File: src/scp_pkg.sv
// Constants, register map and field layout of the system clock and PLL control block
package scp_pkg;

  // Register byte addresses
  localparam logic [11:0] SCP_RIS_ADDR = 12'h050;
  localparam logic [11:0] SCP_RCC_ADDR = 12'h060;
  localparam logic [11:0] SCP_XLATE_ADDR = 12'h064;
  localparam logic [11:0] SCP_RUN_CLOCK_CONFIG_EXT_ADDR = 12'h070;

  // Primary configuration fields
  localparam int SCP_RCC_OSC_LSB = 4;
  localparam int SCP_RCC_CRYSTAL_SELECT_LSB = 6;
  localparam int SCP_RCC_BYPASS_BIT = 11;
  localparam int SCP_RCC_PWRDN_BIT = 13;
  localparam int SCP_RCC_DIVUSE_BIT = 22;
  localparam int SCP_RCC_DIV_LSB = 23;
  localparam logic [31:0] SCP_RCC_RESET = 32'h0780_3AD1;
  localparam logic [31:0] SCP_RCC_WMASK = 32'h07C0_3BF1;

  // Extended configuration fields
  localparam int SCP_RUN_CLOCK_CONFIG_EXT_OSC_LSB = 4;
  localparam int SCP_RUN_CLOCK_CONFIG_EXT_BYPASS_BIT = 11;
  localparam int SCP_RUN_CLOCK_CONFIG_EXT_PWRDN_BIT = 13;
  localparam int SCP_RUN_CLOCK_CONFIG_EXT_DIV_LSB = 23;
  localparam int SCP_RUN_CLOCK_CONFIG_EXT_USE_BIT = 31;
  localparam logic [31:0] SCP_RUN_CLOCK_CONFIG_EXT_RESET = 32'h0780_2810;
  localparam logic [31:0] SCP_RUN_CLOCK_CONFIG_EXT_WMASK = 32'h9F80_2830;

  // Status field
  localparam int SCP_RIS_LOCK_BIT = 6;

  // Oscillator source codes
  localparam logic [1:0] SCP_OSC_MAIN = 2'h0;
  localparam logic [1:0] SCP_OSC_INT = 2'h1;
  localparam logic [1:0] SCP_OSC_INT_DIV4 = 2'h2;
  localparam logic [1:0] SCP_OSC_SLOW = 2'h3;

  // Frequencies and counts
  localparam int SCP_PLL_VCO_KHZ = 400000;
  localparam int SCP_ADC_KHZ = 16000;
  localparam logic [4:0] SCP_ADC_PLL_DIV = 5'(SCP_PLL_VCO_KHZ / SCP_ADC_KHZ);
  localparam logic [5:0] SCP_PLL_MIN_DIV_CODE = 6'h03;
  localparam logic [12:0] SCP_RELOCK_LOAD = 13'h1200;

  // Crystal frequency for each crystal code, in kHz
  localparam logic [13:0] SCP_CRYSTAL_SELECT_KHZ [16] = '{
    14'd1000, 14'd1843, 14'd2000, 14'd2457, 14'd3579, 14'd3686, 14'd4000, 14'd4096,
    14'd4915, 14'd5000, 14'd5120, 14'd6000, 14'd6144, 14'd7373, 14'd8000, 14'd8192};

  // Lock tracking states, Gray coded along off, relock, locked
  typedef enum logic [1:0] {
    SCP_LK_OFF = 2'b00,
    SCP_LK_RELOCK = 2'b01,
    SCP_LK_LOCKED = 2'b11
  } scp_lock_t;

  // Feedback multiplier that brings the crystal nearest to the VCO target
  function automatic logic [8:0] scp_xlate(input logic [3:0] code);
    int khz;
    khz = int'(SCP_CRYSTAL_SELECT_KHZ[code]);
    return 9'((SCP_PLL_VCO_KHZ + khz / 2) / khz);
  endfunction

endpackage

File: src/scp_clock_ctrl.sv
// System clock source selection, divider, PLL control and relock timing behind AHB-Lite
`timescale 1ns/1ns
`default_nettype none

module scp_clock_ctrl
  import scp_pkg::*;
#(
  parameter logic [12:0] RELOCK_COUNT = SCP_RELOCK_LOAD
) (
  input wire logic mclk_in,
  input wire logic rst_in,
  input wire logic hsel_in,
  input wire logic [31:0] haddr_in,
  input wire logic [1:0] htrans_in,
  input wire logic hwrite_in,
  input wire logic [2:0] hsize_in,
  input wire logic [31:0] hwdata_in,
  input wire logic hready_in,
  output logic [31:0] hrdata_out,
  output logic hreadyout_out,
  output logic hresp_out,
  input wire logic main_oscillator_tick_in,
  input wire logic iosc_tick_in,
  input wire logic slow_osc_tick_in,
  input wire logic pll_tick_in,
  output logic sys_clk_tick_out,
  output logic adc_clk_tick_out,
  output logic pll_power_out,
  output logic [8:0] pll_mult_out,
  output logic pll_lock_out,
  output logic pll_in_use_out
);

  ////////////////////////////////////////////////////////////////////////////////
  // Register bus

  logic pend_q;
  logic pend_wr_q;
  logic [11:0] pend_addr_q;
  logic [31:0] run_clock_config_q;
  logic [31:0] run_clock_config_ext_q;
  logic [8:0] crystal_pll_translation_q;
  logic pll_lock_raw_flag_q;
  logic [31:0] read_word;
  logic take_req;
  logic wr_commit;

  // One wait state: data phase ends on the second edge after the address phase
  assign take_req = hsel_in && hready_in && htrans_in[1];
  assign wr_commit = pend_q && pend_wr_q && hreadyout_out;

  always_comb begin
    read_word = 32'h0000_0000;
    case (pend_addr_q)
      SCP_RIS_ADDR: read_word[SCP_RIS_LOCK_BIT] = pll_lock_raw_flag_q;
      SCP_RCC_ADDR: read_word = run_clock_config_q;
      SCP_XLATE_ADDR: read_word[8:0] = crystal_pll_translation_q;
      SCP_RUN_CLOCK_CONFIG_EXT_ADDR: read_word = run_clock_config_ext_q;
      default: read_word = 32'h0000_0000;
    endcase
  end

  always_ff @(posedge mclk_in) begin
    if (rst_in) begin
      pend_q <= 1'b0;
      pend_wr_q <= 1'b0;
      pend_addr_q <= 12'h000;
      hreadyout_out <= 1'b1;
      hrdata_out <= 32'h0000_0000;
    end else if (hreadyout_out) begin
      pend_q <= take_req;
      if (take_req) begin
        pend_wr_q <= hwrite_in;
        pend_addr_q <= (haddr_in[31:12] == 20'h00000) ? haddr_in[11:0] : 12'hFFF;
        hreadyout_out <= 1'b0;
      end
    end else begin
      hreadyout_out <= 1'b1;
      hrdata_out <= pend_wr_q ? 32'h0000_0000 : read_word;
    end
  end

  assign hresp_out = 1'b0;

  always_ff @(posedge mclk_in) begin
    if (rst_in) begin
      run_clock_config_q <= SCP_RCC_RESET;
      run_clock_config_ext_q <= SCP_RUN_CLOCK_CONFIG_EXT_RESET;
    end else if (wr_commit) begin
      if (pend_addr_q == SCP_RCC_ADDR) begin
        run_clock_config_q <= hwdata_in & SCP_RCC_WMASK;
      end
      if (pend_addr_q == SCP_RUN_CLOCK_CONFIG_EXT_ADDR) begin
        run_clock_config_ext_q <= hwdata_in & SCP_RUN_CLOCK_CONFIG_EXT_WMASK;
      end
    end
  end

  ////////////////////////////////////////////////////////////////////////////////
  // Effective configuration

  logic use_ext_config;
  logic [3:0] crystal_select;
  logic [3:0] sys_divider_code;
  logic [5:0] sys_divider_code_ext;
  logic pll_bypass_ext;
  logic divider_use;
  logic eff_bypass;
  logic eff_pwrdn;
  logic [1:0] eff_osc;
  logic [5:0] eff_div_code;
  logic [5:0] div_limit;

  assign use_ext_config = run_clock_config_ext_q[SCP_RUN_CLOCK_CONFIG_EXT_USE_BIT];
  assign crystal_select = run_clock_config_q[SCP_RCC_CRYSTAL_SELECT_LSB +: 4];
  assign sys_divider_code = run_clock_config_q[SCP_RCC_DIV_LSB +: 4];
  assign sys_divider_code_ext = run_clock_config_ext_q[SCP_RUN_CLOCK_CONFIG_EXT_DIV_LSB +: 6];
  assign pll_bypass_ext = run_clock_config_ext_q[SCP_RUN_CLOCK_CONFIG_EXT_BYPASS_BIT];
  assign divider_use = run_clock_config_q[SCP_RCC_DIVUSE_BIT];

  always_comb begin
    if (use_ext_config) begin
      eff_bypass = pll_bypass_ext;
      eff_pwrdn = run_clock_config_ext_q[SCP_RUN_CLOCK_CONFIG_EXT_PWRDN_BIT];
      eff_osc = run_clock_config_ext_q[SCP_RUN_CLOCK_CONFIG_EXT_OSC_LSB +: 2];
      eff_div_code = sys_divider_code_ext;
    end else begin
      eff_bypass = run_clock_config_q[SCP_RCC_BYPASS_BIT];
      eff_pwrdn = run_clock_config_q[SCP_RCC_PWRDN_BIT];
      eff_osc = run_clock_config_q[SCP_RCC_OSC_LSB +: 2];
      eff_div_code = {2'b00, sys_divider_code};
    end
  end

  ////////////////////////////////////////////////////////////////////////////////
  // PLL translation and relock timing

  scp_lock_t lock_q;
  logic [3:0] crystal_prev_q;
  logic pwrdn_prev_q;
  logic [12:0] relock_cnt_q;
  logic relock_start;
  logic relock_done;

  // Identical rewrites leave the crystal code unchanged and start nothing
  assign relock_start = !eff_pwrdn &&
                        ((crystal_select != crystal_prev_q) || pwrdn_prev_q);
  assign relock_done = (lock_q == SCP_LK_RELOCK) && main_oscillator_tick_in &&
                       (relock_cnt_q == 13'h0001);

  always_ff @(posedge mclk_in) begin
    if (rst_in) begin
      crystal_prev_q <= SCP_RCC_RESET[SCP_RCC_CRYSTAL_SELECT_LSB +: 4];
      pwrdn_prev_q <= 1'b1;
      crystal_pll_translation_q <= scp_xlate(SCP_RCC_RESET[SCP_RCC_CRYSTAL_SELECT_LSB +: 4]);
    end else begin
      crystal_prev_q <= crystal_select;
      pwrdn_prev_q <= eff_pwrdn;
      if (crystal_select != crystal_prev_q) begin
        crystal_pll_translation_q <= scp_xlate(crystal_select);
      end
    end
  end

  always_ff @(posedge mclk_in) begin
    if (rst_in) begin
      relock_cnt_q <= 13'h0000;
    end else if (relock_start) begin
      relock_cnt_q <= RELOCK_COUNT;
    end else if (lock_q == SCP_LK_RELOCK && main_oscillator_tick_in && relock_cnt_q != 13'h0000) begin
      relock_cnt_q <= relock_cnt_q - 13'h0001;
    end
  end

  always_ff @(posedge mclk_in) begin
    if (rst_in) begin
      lock_q <= SCP_LK_OFF;
    end else begin
      case (lock_q)
        SCP_LK_OFF: begin
          if (relock_start) begin
            lock_q <= SCP_LK_RELOCK;
          end
        end
        SCP_LK_RELOCK: begin
          if (eff_pwrdn) begin
            lock_q <= SCP_LK_OFF;
          end else if (relock_done && !relock_start) begin
            lock_q <= SCP_LK_LOCKED;
          end
        end
        SCP_LK_LOCKED: begin
          if (eff_pwrdn) begin
            lock_q <= SCP_LK_OFF;
          end else if (relock_start) begin
            lock_q <= SCP_LK_RELOCK;
          end
        end
        default: lock_q <= SCP_LK_OFF;
      endcase
    end
  end

  always_ff @(posedge mclk_in) begin
    if (rst_in) begin
      pll_lock_raw_flag_q <= 1'b0;
    end else if (relock_start || eff_pwrdn) begin
      pll_lock_raw_flag_q <= 1'b0;
    end else if (relock_done) begin
      pll_lock_raw_flag_q <= 1'b1;
    end
  end

  ////////////////////////////////////////////////////////////////////////////////
  // Source selection and system divider

  logic pll_half_q;
  logic [1:0] iosc_div_q;
  logic pll_half_tick;
  logic iosc_div4_tick;
  logic osc_tick;
  logic use_pll;
  logic src_tick;
  logic [5:0] div_cnt_q;
  logic [4:0] adc_cnt_q;
  logic sys_tick_d;

  assign pll_half_tick = pll_tick_in && pll_half_q && !eff_pwrdn;
  assign iosc_div4_tick = iosc_tick_in && (iosc_div_q == 2'h3);

  always_ff @(posedge mclk_in) begin
    if (rst_in) begin
      pll_half_q <= 1'b0;
      iosc_div_q <= 2'h0;
    end else begin
      if (pll_tick_in) begin
        pll_half_q <= !pll_half_q;
      end
      if (iosc_tick_in) begin
        iosc_div_q <= iosc_div_q + 2'h1;
      end
    end
  end

  always_comb begin
    case (eff_osc)
      SCP_OSC_MAIN: osc_tick = main_oscillator_tick_in;
      SCP_OSC_INT: osc_tick = iosc_tick_in;
      SCP_OSC_INT_DIV4: osc_tick = iosc_div4_tick;
      SCP_OSC_SLOW: osc_tick = slow_osc_tick_in;
      default: osc_tick = main_oscillator_tick_in;
    endcase
  end

  // The PLL only takes over once locked, whatever software asked for
  assign use_pll = !eff_bypass && !eff_pwrdn && (lock_q == SCP_LK_LOCKED);
  assign src_tick = use_pll ? pll_half_tick : osc_tick;

  // Reserved PLL codes fall back to the fastest legal divisor
  always_comb begin
    if (use_pll && eff_div_code < SCP_PLL_MIN_DIV_CODE) begin
      div_limit = SCP_PLL_MIN_DIV_CODE;
    end else begin
      div_limit = eff_div_code;
    end
  end

  // Next system tick, shared with the converter path so that both follow one stream
  always_comb begin
    if (!divider_use) begin
      sys_tick_d = src_tick;
    end else if (src_tick && div_cnt_q >= div_limit) begin
      sys_tick_d = 1'b1;
    end else begin
      sys_tick_d = 1'b0;
    end
  end

  always_ff @(posedge mclk_in) begin
    if (rst_in) begin
      div_cnt_q <= 6'h00;
      sys_clk_tick_out <= 1'b0;
    end else if (!divider_use) begin
      div_cnt_q <= 6'h00;
      sys_clk_tick_out <= src_tick;
    end else if (src_tick) begin
      if (div_cnt_q >= div_limit) begin
        div_cnt_q <= 6'h00;
        sys_clk_tick_out <= 1'b1;
      end else begin
        div_cnt_q <= div_cnt_q + 6'h01;
        sys_clk_tick_out <= 1'b0;
      end
    end else begin
      sys_clk_tick_out <= 1'b0;
    end
  end

  // Converter clock: 16 MHz from the PLL, else the system clock tick, divided or not
  always_ff @(posedge mclk_in) begin
    if (rst_in) begin
      adc_cnt_q <= 5'h00;
      adc_clk_tick_out <= 1'b0;
    end else if (use_pll) begin
      if (pll_tick_in) begin
        if (adc_cnt_q == SCP_ADC_PLL_DIV - 5'h01) begin
          adc_cnt_q <= 5'h00;
          adc_clk_tick_out <= 1'b1;
        end else begin
          adc_cnt_q <= adc_cnt_q + 5'h01;
          adc_clk_tick_out <= 1'b0;
        end
      end else begin
        adc_clk_tick_out <= 1'b0;
      end
    end else begin
      // Without the PLL the converter follows the system tick, divided or not
      adc_cnt_q <= 5'h00;
      adc_clk_tick_out <= sys_tick_d;
    end
  end

  ////////////////////////////////////////////////////////////////////////////////
  // Status outputs

  always_ff @(posedge mclk_in) begin
    if (rst_in) begin
      pll_power_out <= 1'b0;
      pll_mult_out <= scp_xlate(SCP_RCC_RESET[SCP_RCC_CRYSTAL_SELECT_LSB +: 4]);
      pll_lock_out <= 1'b0;
      pll_in_use_out <= 1'b0;
    end else begin
      pll_power_out <= !eff_pwrdn;
      pll_mult_out <= crystal_pll_translation_q;
      pll_lock_out <= pll_lock_raw_flag_q;
      pll_in_use_out <= use_pll;
    end
  end

endmodule

`default_nettype wire

File: config.mk
export PLATFORM = sky130hd
export DESIGN_NAME = scp_clock_ctrl
export DESIGN_NICKNAME = d
export VERILOG_FILES = /design/src/scp_pkg.sv /design/src/scp_clock_ctrl.sv
export SDC_FILE = /design/constraint.sdc
export NUM_CORES = 1
export LEC_CHECK = 0
export BUFFER_PORTS_ARGS = -buffer_cell sky130_fd_sc_hd__buf_2
export CELL_PAD_IN_SITES_DETAIL_PLACEMENT = 0
export CELL_PAD_IN_SITES_GLOBAL_PLACEMENT = 2
export CORE_MARGIN = 5
export CORE_UTILIZATION = 24
export DETAILED_ROUTE_END_ITERATION = 10
export PLACE_DENSITY_LB_ADDON = 0.1
export SKIP_CTS_REPAIR_TIMING = 1
export SLEW_MARGIN = 20
export SYNTH_ARGS = -nofsm -noshare
export SYNTH_HDL_FRONTEND = slang
export SYNTH_SLANG_ARGS = --single-unit
File: constraint.sdc
create_clock -name mclk_in -period 243 [get_ports mclk_in]
set_clock_uncertainty 0.15 [all_clocks]
set_input_delay 48.6 -clock mclk_in [delete_from_list [all_inputs] [get_ports mclk_in]]
set_output_delay 48.6 -clock mclk_in [all_outputs]
set_load 0.1 [all_outputs]
After elaboration in Yosys (flattened, before gate mapping)
Memories as Yosys holds them, arrays and structs flattened.
Index checks and enable logic that the tools add are counted.
{"block": "op_classes", "n_addsub": 5, "n_div": 1, "n_lt_le_gt_ge": 3, "eq_ne": 14, "n_mux": 33, "bitwise": 4, "n_reduce_logical": 35}
{"op": "== test 12 x 7 -> 1 bit, second input constant", "count": 4}
{"op": "one-hot mux 23 bit (2 select lines)", "count": 1}
{"op": "divider 32 x 15 -> 32 bit", "count": 1}
{"op": "2-to-1 mux 32 bit", "count": 1}
{"op": "2-to-1 mux 14 bit", "count": 2}
{"op": "2-to-1 mux 13 bit", "count": 2}
{"op": "adder 19 x 13 -> 20 bit, first input constant", "count": 1}
{"op": "logical NOT 20 bit", "count": 1}
{"op": "2-to-1 mux 6 bit", "count": 3}
{"op": "one-hot mux 6 bit (3 select lines)", "count": 1}
{"op": "logical AND 1 bit", "count": 16}
{"op": "== test 13 x 1 -> 1 bit, second input constant", "count": 1}
{"op": "nonzero test 13 bit", "count": 1}
{"op": "subtractor 13 x 1 -> 13 bit, second input constant", "count": 1}
{"op": "2-to-1 mux 1 bit", "count": 12}
{"op": "2-to-1 mux 12 bit", "count": 1}
{"op": "2-to-1 mux 2 bit", "count": 5}
{"op": "OR reduction 2 bit", "count": 5}
{"op": "== test 2 bit, second input constant", "count": 4}
{"op": "adder 6 x 1 -> 6 bit, second input constant", "count": 1}
{"op": "greater-or-equal comparator 6 bit", "count": 1}
{"op": "less-than comparator 6 x 2 -> 1 bit, second input constant", "count": 1}
{"op": "one-hot mux 2 bit (3 select lines)", "count": 1}
{"op": "AND reduction 2 bit", "count": 3}
{"op": "17 further kinds", "count": 25}
{"block": "totals", "reg_bits": 131, "mem_bits_ro": 224, "in_bits": 78, "output_inout_bits": 48, "wordCells": 120, "n_memories": 1}
{"name": "(no name shown)", "depth": 16, "word_bits": 14, "rd": 1, "rd_clocked_by_memory_dff": 0, "write_ports": 0, "line": "scp_pkg.sv:60", "source": "khz = int'(SCP_CRYSTAL_SELECT_KHZ[code]);"}

Longest topological paths before layout
Gate-level depths: netlist (run 1).
{"block": "depth", "word_depth": 11, "mapped_depth": 460, "mapped_depth_nobuf": 423}

Worst setup path after synthesis (run 1)
No wires, ideal clock.
{"block": "synth_path", "kind": "flip-flop to flip-flop", "from": "register run_clock_config_q[7]", "to": "register crystal_pll_translation_q[0]", "setup_time_ps": 120, "arrival_time_ps": 90913, "setup_slack_ps": 151817, "stages_incl_launch_ff": 438, "period_less_slack_ps": 91183, "cell_sequence": "dfxtp_1 clkbuf_1 inv_1 ha_1 mux2_2 o21ai_0 ha_1 o211a_1 o21ai_0 a21oi_1 nand2_1 nor3_1 ha_1 a21oi_1 a21boi_0 a21boi_0 mux2i_1 nor2_1 [402 not listed] a21oi_1 nor2b_1 o21ai_0 nand2b_1 a21oi_1 nor2b_1 o21ai_0 nand2b_1 a21oi_1 nor2b_1 o21ai_0 nand3_1 nor4b_1 o221ai_1 a21oi_1 o2111ai_1 a21o_1 o31a_1"}
{"block": "synth_between", "elab_chain_cells": 6}
{"element": "from (decl)", "line": "scp_clock_ctrl.sv:40", "source": "logic [31:0] run_clock_config_q;"}
{"element": "from (signal assigned)", "line": "scp_clock_ctrl.sv:91", "source": "run_clock_config_q <= hwdata_in & SCP_RCC_WMASK;"}
{"element": "NOT 4 -> 5 bit (implied by the code)", "line": "scp_pkg.sv:60"}
{"element": "memory (16 x 14 bit)"}
{"element": "2-to-1 mux 14 bit (implied by the code) (2 in a row)", "line": "scp_pkg.sv:60"}
{"element": "adder 19 x 13 -> 20 bit", "line": "scp_pkg.sv:61", "source": "return 9'((SCP_PLL_VCO_KHZ + khz / 2) / khz);"}
{"element": "divider 32 x 15 -> 32 bit", "line": "scp_pkg.sv:61"}
{"element": "to (signal assigned)", "line": "scp_clock_ctrl.sv:155", "source": "crystal_pll_translation_q <= scp_xlate(SCP_RCC_RESET[SCP_RCC_CRYSTAL_SELECT_LSB +: 4]);"}
{"element": "to (signal assigned)", "line": "scp_clock_ctrl.sv:160", "source": "crystal_pll_translation_q <= scp_xlate(crystal_select);"}
{"element": "to (decl)", "line": "scp_clock_ctrl.sv:42", "source": "logic [8:0] crystal_pll_translation_q;"}
Parallel ways exist; a longest one is shown, timed or not. The select of a mux whose other input is x is not followed.
A chain may end at the register's enable or synchronous reset.

Worst setup path in the final report (run 1)
Same ends and word-level chain as after synthesis.

==> summary.txt, run 1 <==
====================================================================================
Initial antenna violation count                                                    1
Layout Nets                                                                     4082
Highest clock rate                                                          10.0 MHz
Maximum ir drop on the vdd rail                                         0.00000393 V
CP Data Required Time                                                      243.12 ns
Average via count per standard cell                                             5.15
Count of TritonRoute iterations in the first routing pass                          8
Total routed wirelength                                                     89300 um
Worst hold path type                                                      reg -> reg
# IOs                                                                            126
DP HPWL                                                                     72400 um
Cell at the slowest stage of the critical path                          sky130_fd_sc_hd__nor2_1
Part of the Yosys area used for sequential elements                            9.23%
H-tree depth reported by CTS                                                       4
Design Area, Final                                                      0.0289 sq mm
Count of maximum capacitance violations                                            0
Maximum number of pins on one net before global-route repair                      57
Count of unresolved DRC violations after routing                                   0
Number of hold violations in the final report                                      0
Met3 Usage GRT                                                                0.828%
Detailed Route Iter0 Violations                                                 1348
Die Outline Area                                                         0.115 sq mm
Slew Limit Headroom                                                            33.3%
Residual overflow from global routing                                              0
Final Max Tran Viols                                                               0
Min cycle time layout                                                       99.77 ns
Routed wire per std cell                                                     17.7 um
Effective utilization at floorplan                                             24.2%
Reported leakage power                                                     0.0129 uW
Chip width                                                                    339 um
Overall global routing resource usage                                          14.9%
Synthesis-to-layout area growth                                                11.0%
Cell Int Power                                                               42.9 uW
Outcome                                                                    completed
CTS clock-pin slew for the worst setup and hold paths                        0.06 ns
Startpoint of the most critical register-to-register path               run_clock_config_q[7]
Fraction of final layout cells with drive strength greater than 1              10.8%
Met1 layer usage reported by global route                                      21.8%
Met2 Usage GRT                                                                 25.3%
Areal power density over the cells                                      2.11 mW/mm^2
Mean post-synth cell area                                                 7.31 sq um
Start-to-end type of the worst setup path                                 reg -> reg
Number of global-route vias before repair                                      25.5k
Synthesis-stage register bit count                                               120
Part of the total power dissipated in combinational logic                      22.8%
RSZ-0062 raised after global routing                                              no
Post-route total power                                                       60.9 uW
Critical path startpoint category                                          flip-flop
Most crowded layer after global routing                                         met2
Cell seen most often among critical-path stages                         sky130_fd_sc_hd__o21a_1
Actual transition at the worst max-transition pin                           0.991 ns
Crit path max fanout                                                              30
Total number of vias                                                           26.0k
TritonCTS Buffers                                                                 17
Cell count after synthesis                                                      3562
Source of the worst hold timing path                                    relock_cnt_q[8]
Count of different cell masters after synthesis                                  128
Sum Neg Setup Slack                                                             0 ns
Switching power total                                                        18.0 uW
Number of I/O port buffers                                                        95
Area of the mapped netlist                                              0.0260 sq mm
TritonCTS clock tree                                                           built
Portion of total power attributed to sequential cells                          32.9%
Rows                                                                             120
Relative contribution of the clock network to total power                      44.4%
Worst reg2reg setup slack                                                  143.23 ns
Setup Viol. Count Final                                                            0
Weighted congestion at the end of routability-driven global placement          0.769
Crit path capture type                                                     flip-flop
Clock sink count                                                                 120
Die span in y                                                                 339 um
Fraction of power spent switching nets                                         29.6%
Antenna viol nets, final                                                           0
Max clock buf depth                                                                2
Share of async-settable or async-resettable flops after synthesis                 0%
Root Buffer                                                             sky130_fd_sc_hd__clkbuf_16
Crit path largest cell delay                                                 0.74 ns
Arrival @ worst endpoint                                                    99.89 ns
Most used flip-flop cell after synthesis                                sky130_fd_sc_hd__dfxtp_1
Clock latency at the later pin of the worst-skew pair                        0.41 ns
Warning count from the yosys run                                                   0
Number of enable-type register cells in the synthesized netlist                    0
Total placed instance area                                              0.0282 sq mm
Final period util                                                              41.1%
Worst setup path startpoint                                             run_clock_config_q[7]
Floorplan core area                                                      0.107 sq mm
First-pass GRT wire length                                                 143000 um
====================================================================================
cell usage in the layout, fill, tap and decap left out, types with 77 or more instances in the layout:
cell type	instances
sky130_fd_sc_hd__xor2_1	77
sky130_fd_sc_hd__buf_2	95
sky130_fd_sc_hd__nor3_1	221
sky130_fd_sc_hd__nand2_1	340
sky130_fd_sc_hd__nor2_1	352
sky130_fd_sc_hd__o31ai_1	103
sky130_fd_sc_hd__nand3_1	77
sky130_fd_sc_hd__a21oi_1	234
sky130_fd_sc_hd__o21a_1	189
sky130_fd_sc_hd__o21ai_0	141
sky130_fd_sc_hd__dfxtp_1	119
sky130_fd_sc_hd__a21o_1	85
sky130_fd_sc_hd__xnor2_1	99
sky130_fd_sc_hd__ha_1	372
sky130_fd_sc_hd__inv_1	91
critical path, delay by kind of cell, from the launching register on:
kind | cells | cell delay, ns
DFF | 1 | 0.69
muxes | 5 | 1.49
and+or+nand+nor | 100 | 22.83
AOI/OAI and AO/OA | 257 | 59.11
adders and majority gates | 30 | 10.06
buffers and inverters | 25 | 4.92
cell usage after synthesis (46+ instances only):
cell                       count  area, sq um
sky130_fd_sc_hd__mux2i_1      70          701
sky130_fd_sc_hd__ha_1        372         4650
sky130_fd_sc_hd__xor2_1       78          683
sky130_fd_sc_hd__xnor2_1      99          867
sky130_fd_sc_hd__dfxtp_1     120         2400
sky130_fd_sc_hd__o21a_1      190         1430
sky130_fd_sc_hd__clkbuf_1     68          255
sky130_fd_sc_hd__nor3_1      223         1120
sky130_fd_sc_hd__nor2_1      355         1330
sky130_fd_sc_hd__or2_2        60          375
sky130_fd_sc_hd__a21oi_1     235         1180
sky130_fd_sc_hd__inv_1        92          345
sky130_fd_sc_hd__nand3_1      78          390
sky130_fd_sc_hd__o21ai_0     143          716
sky130_fd_sc_hd__nand2_1     341         1280
sky130_fd_sc_hd__a21o_1       85          638
sky130_fd_sc_hd__o31ai_1     104          781
sky130_fd_sc_hd__or3_1        46          288
sky130_fd_sc_hd__nor2b_1      51          319
sky130_fd_sc_hd__mux2_2       47          529
flip-flops by register name (all words and copies together) (netlist names), 2 cells and up:
signal,flops
relock_cnt_q,13
crystal_pll_translation_q,9
run_clock_config_ext_q,11
crystal_prev_q,4
adc_cnt_q,5
pend_addr_q,12
pll_mult_out,9
run_clock_config_q,15
iosc_div_q,2
div_cnt_q,6
hrdata_out,21
lock_q,2
final cells by class:
| type | count | area, sq um |
|---|---|---|
| Timing Repair Buffer | 141 | 821 |
| Tap cell | 1403 | 1760 |
| Sequential cell | 120 | 2400 |
| Clock inverter | 14 | 195 |
| Inverter | 94 | 353 |
| Multi-Input combinational cell | 3258 | 22900 |
| Clock buffer | 18 | 439 |
| Fill cell | 11800 | 78500 |
| Antenna cell | 1 | 2.50 |
per-layer routing:
| layer | wire length [um] | vias up |
|---|---|---|
| met5 | 0 | - |
| met4 | 263 | 0 |
| met3 | 1540 | 21 |
| met2 | 40000 | 284 |
| met1 | 47500 | 12000 |
| li1 | - | 13700 |
metrics by stage:
step	cells	hold slack (ns)	setup WS, ns	util (%)
floorplan	3590	0.276	151.82	-
global placement	5016	0.308	142.34	26.3
detailed placement	5016	0.311	143.00	26.3
CTS	5048	0.319	142.65	26.9
global route	5048	0.347	134.05	26.9
finish	5049	0.320	143.23	26.9
cell families (layout without fill, tap and decap cells):
group | after synthesis | count (layout) | synth area share [%]
AO/OA/AOI/OAI | 1137 | 1137 | 31.1
adder cells (fa/ha/maj) | 372 | 372 | 17.9
flip-flops | 120 | 120 | 9.23
buffers and inverters | 212 | 267 | 3.57
other | 2 | 31 | 0.0289
multiplexers | 126 | 126 | 5.18
AND/OR/NAND/NOR | 1416 | 1416 | 27.0
XOR/XNOR | 177 | 177 | 5.96
power groups by stage:
stage	sequential [uW]	combinational [uW]	clock, uW
after floorplan	20.5	10.9	0
after global placement	20.5	14.0	0
after detailed placement	20.5	13.9	0
after CTS	20.0	14.0	27.7
after global routing	20.0	15.5	28.6
final	20.0	13.9	27.0
worst paths after layout:
check                                      end  cells past startpoint
hold reg to reg                relock_cnt_q[8]                      2
setup / recovery  crystal_pll_translation_q[0]                    417
setup reg to reg  crystal_pll_translation_q[0]                    417
hold / removal                 relock_cnt_q[8]                      2
No activity file was read; power rests on OpenSTA's default activity.
==> inputs of run 2 (changes only) <==
- ABC_AREA: default -> 1
- clock period: 243 -> 95.3 ns (I/O delays scaled with it)
==> summary.txt, run 2 <==
====================================================================================
Warning count from the yosys run                                                   0
H-tree depth reported by CTS                                                       4
Maximum number of pins on one net before global-route repair                      54
Maximum ir drop on the vdd rail                                          0.0000117 V
DP HPWL                                                                     80700 um
Total number of vias                                                           29.1k
Leading cell type in the layout, fill and taps excluded                 sky130_fd_sc_hd__nand2_1
Part of the Yosys area used for sequential elements                            8.24%
Start-to-end type of the worst setup path                                 reg -> reg
Outcome                                                                    completed
Xor and xnor area share after synthesis                                        8.92%
Areal power density over the cells                                      12.8 mW/mm^2
Routed wire per std cell                                                     15.2 um
Relative contribution of the clock network to total power                      15.3%
Count of different cell masters after synthesis                                   81
Number of I/O port buffers                                                        95
Largest area contributor in the synthesized netlist                     sky130_fd_sc_hd__ha_1
Overall global routing resource usage                                          15.2%
CP Data Required Time                                                       95.46 ns
Average via count per standard cell                                             4.50
Layout Nets                                                                     5301
Count of TritonRoute iterations in the first routing pass                          5
Number of global-route vias before repair                                      29.0k
DR WL met3                                                                    995 um
Portion of total power attributed to sequential cells                          12.5%
RSZ-0062 raised after global routing                                              no
Die Outline Area                                                         0.129 sq mm
Total length of routed met2 wires                                           48400 um
Worst hold path type                                                      reg -> reg
Actual transition at the worst max-transition pin                           0.856 ns
Layout Cells excl Fill                                                          6484
Chip width                                                                    359 um
Effective utilization at floorplan                                             24.1%
Number of enable-type register cells in the synthesized netlist                    0
End-of-flow core utilization                                                   26.3%
Mean post-synth cell area                                                 6.10 sq um
Crit path capture type                                                     flip-flop
Most used flip-flop cell after synthesis                                sky130_fd_sc_hd__dfxtp_1
Cell at the slowest stage of the critical path                          sky130_fd_sc_hd__inv_1
Count of unresolved DRC violations after routing                                   0
Cell with the most instances after synthesis                            sky130_fd_sc_hd__nand2_1
Synthesis-to-layout area growth                                                9.41%
Cell Int Power                                                                192 uW
Detailed Route Iter0 Violations                                                 1143
Post-synthesis adder-cell area fraction                                        16.0%
Crit path max fanout                                                              40
Total routed wirelength                                                     98700 um
Die span in y                                                                 359 um
Fraction of the mapped netlist area in compound gates                          16.4%
Arrival @ worst endpoint                                                    84.14 ns
CTS clock-pin slew for the worst setup and hold paths                        0.05 ns
Flip-flop count of the largest register after layout                              21
Initial antenna violation count                                                    3
Min cycle time layout                                                       83.99 ns
Fraction of power spent switching nets                                         53.0%
Largest Register                                                          hrdata_out
Weighted congestion at the end of routability-driven global placement          0.773
Cell count after synthesis                                                      4782
Area of the mapped netlist                                              0.0292 sq mm
Multiplexer share of the synthesized area                                     0.137%
Switching power total                                                         217 uW
Part of the total power dissipated in combinational logic                      72.3%
Antenna viol nets, final                                                           0
Number of hold violations in the final report                                      0
Final Max Tran Viols                                                               0
TritonCTS Buffers                                                                 17
Clock latency at the later pin of the worst-skew pair                        0.42 ns
Reported leakage power                                                     0.0175 uW
Crit path largest cell delay                                                 0.68 ns
Largest family of logic cells by synthesized area                       simple AND/OR/NAND/NOR gates
Synthesis-stage register bit count                                               120
Final period util                                                              88.1%
Antenna fix cells                                                                  0
Fraction of final layout cells with drive strength greater than 1              10.8%
Root Buffer                                                             sky130_fd_sc_hd__clkbuf_16
Cell seen most often among critical-path stages                         sky130_fd_sc_hd__nand2_1
Rows                                                                             128
Clock sink count                                                                 120
Count of placed standard cells including taps                                   6457
Simple-gate share of the synthesized area                                      38.5%
Leading cell types in the layout, fill and taps excluded                sky130_fd_sc_hd__nand2_1 (1144), sky130_fd_sc_hd__inv_1 (652), sky130_fd_sc_hd__ha_1 (372)
Floorplan core area                                                      0.121 sq mm
Residual overflow from global routing                                              0
# IOs                                                                            126
Largest registers                                                       hrdata_out x21, run_clock_config_q x15, relock_cnt_q x13
Max clock buf depth                                                                2
Count of maximum capacitance violations                                            0
Critical path startpoint category                                          flip-flop
Share of async-settable or async-resettable flops after synthesis                 0%
Slew Limit Headroom                                                            42.4%
TritonCTS clock tree                                                           built
Yosys top cell area share                                                      16.0%
Highest clock rate                                                          11.9 MHz
Routed metal-1 wirelength                                                   48700 um
Highest routing layer actually used                                             met4
Sum Neg Setup Slack                                                             0 ns
Leading post-synthesis cells by instance count                          sky130_fd_sc_hd__nand2_1 (1148), sky130_fd_sc_hd__inv_1 (657), sky130_fd_sc_hd__ha_1 (372), sky130_fd_sc_hd__nor2_1 (335), sky130_fd_sc_hd__nand3_1 (317)
First-pass GRT wire length                                                 159000 um
Setup Viol. Count Final                                                            0
Biggest area contributors in the synthesized netlist                    sky130_fd_sc_hd__ha_1 (16%), sky130_fd_sc_hd__nand2_1 (15%), sky130_fd_sc_hd__inv_1 (8.5%), sky130_fd_sc_hd__dfxtp_1 (8.2%), sky130_fd_sc_hd__xor2_1 (5.6%)
====================================================================================
==> run 2: cell types whose count changed in the layout (fill, tap and decap cells not counted), sizes merged, moves of 54 or more <==
cell,previous run,this run
inv,96,696
nand4,40,120
nor3,228,59
nand3,80,383
o21ai,159,349
o21a,191,17
a21oi,240,299
nand2,342,1253
xor2,78,186
mux2i,71,4
mux2,54,0
o31ai,105,16
==> run 2: metal layers <==
layer,up-vias,global-route usage (%)
met5,-,0
met4,0,1.23
met3,28,0.548
met2,143,28.0
met1,13100,20.5
li1,15900,-
==> run 2: kinds of logic (layout without fill, tap and decap cells) <==
family / Yosys count / in the layout
other cells: 2 / 30
buf+inv: 823 / 872
mux: 4 / 4
simple gates: 2327 / 2327
flops: 120 / 120
fa+ha+maj: 372 / 372
compound gates: 837 / 837
xor+xnor: 297 / 297
==> run 2: layout make-up <==
type / count / area (sq um)
clock buffers: 23 / 488
clock inverters: 4 / 70.1
fillers: 14000 / 89300
inverters: 723 / 2780
multi-input cells: 3867 / 23500
flip-flops and latches: 120 / 2400
well taps: 1625 / 2030
repair buffers: 122 / 678
==> run 2: per-stage QoR <==
step           hold WS, ns  cell area, sq um  total power (uW)  setup slack (ns)
4_1_cts              0.305             31900               417              9.35
6_report             0.302             31900               409             11.31
3_3_place_gp         0.291             31400               355              9.44
2_1_floorplan        0.251             29300               286             20.88
5_1_grt              0.341             31900               454             0.340
3_5_place_dp         0.297             31400               353              9.61
==> run 2: power groups by stage <==
stage / Clock [uW] / Sequential [uW] / Combinational (uW)
final: 62.6 / 51.0 / 296
after global routing: 66.1 / 51.0 / 337
after CTS: 64.2 / 50.9 / 302
after detailed placement: 0 / 52.0 / 301
after global placement: 0 / 52.0 / 303
after floorplan: 0 / 52.4 / 234
==> run 2: critical path, delay by kind of cell, from the launching register on <==
kind,cells,cell delay (ns)
AO/OA/AOI/OAI,158,32.02
adder cells (fa/ha/maj),30,9.79
AND/OR/NAND/NOR,212,28.21
flip-flops,1,0.51
buffers and inverters,99,12.77
==> run 2: final timing paths <==
path / slack, ns / endpoint / startpoint / cells past startpoint
worst max-delay path: 11.31 / crystal_pll_translation_q[0] / run_clock_config_q[6] / 499
worst min-delay path: 0.30 / run_clock_config_q[12] / run_clock_config_q[12] / 2
worst max register to register: 11.31 / crystal_pll_translation_q[0] / run_clock_config_q[6] / 499
worst min register to register: 0.30 / run_clock_config_q[12] / run_clock_config_q[12] / 2
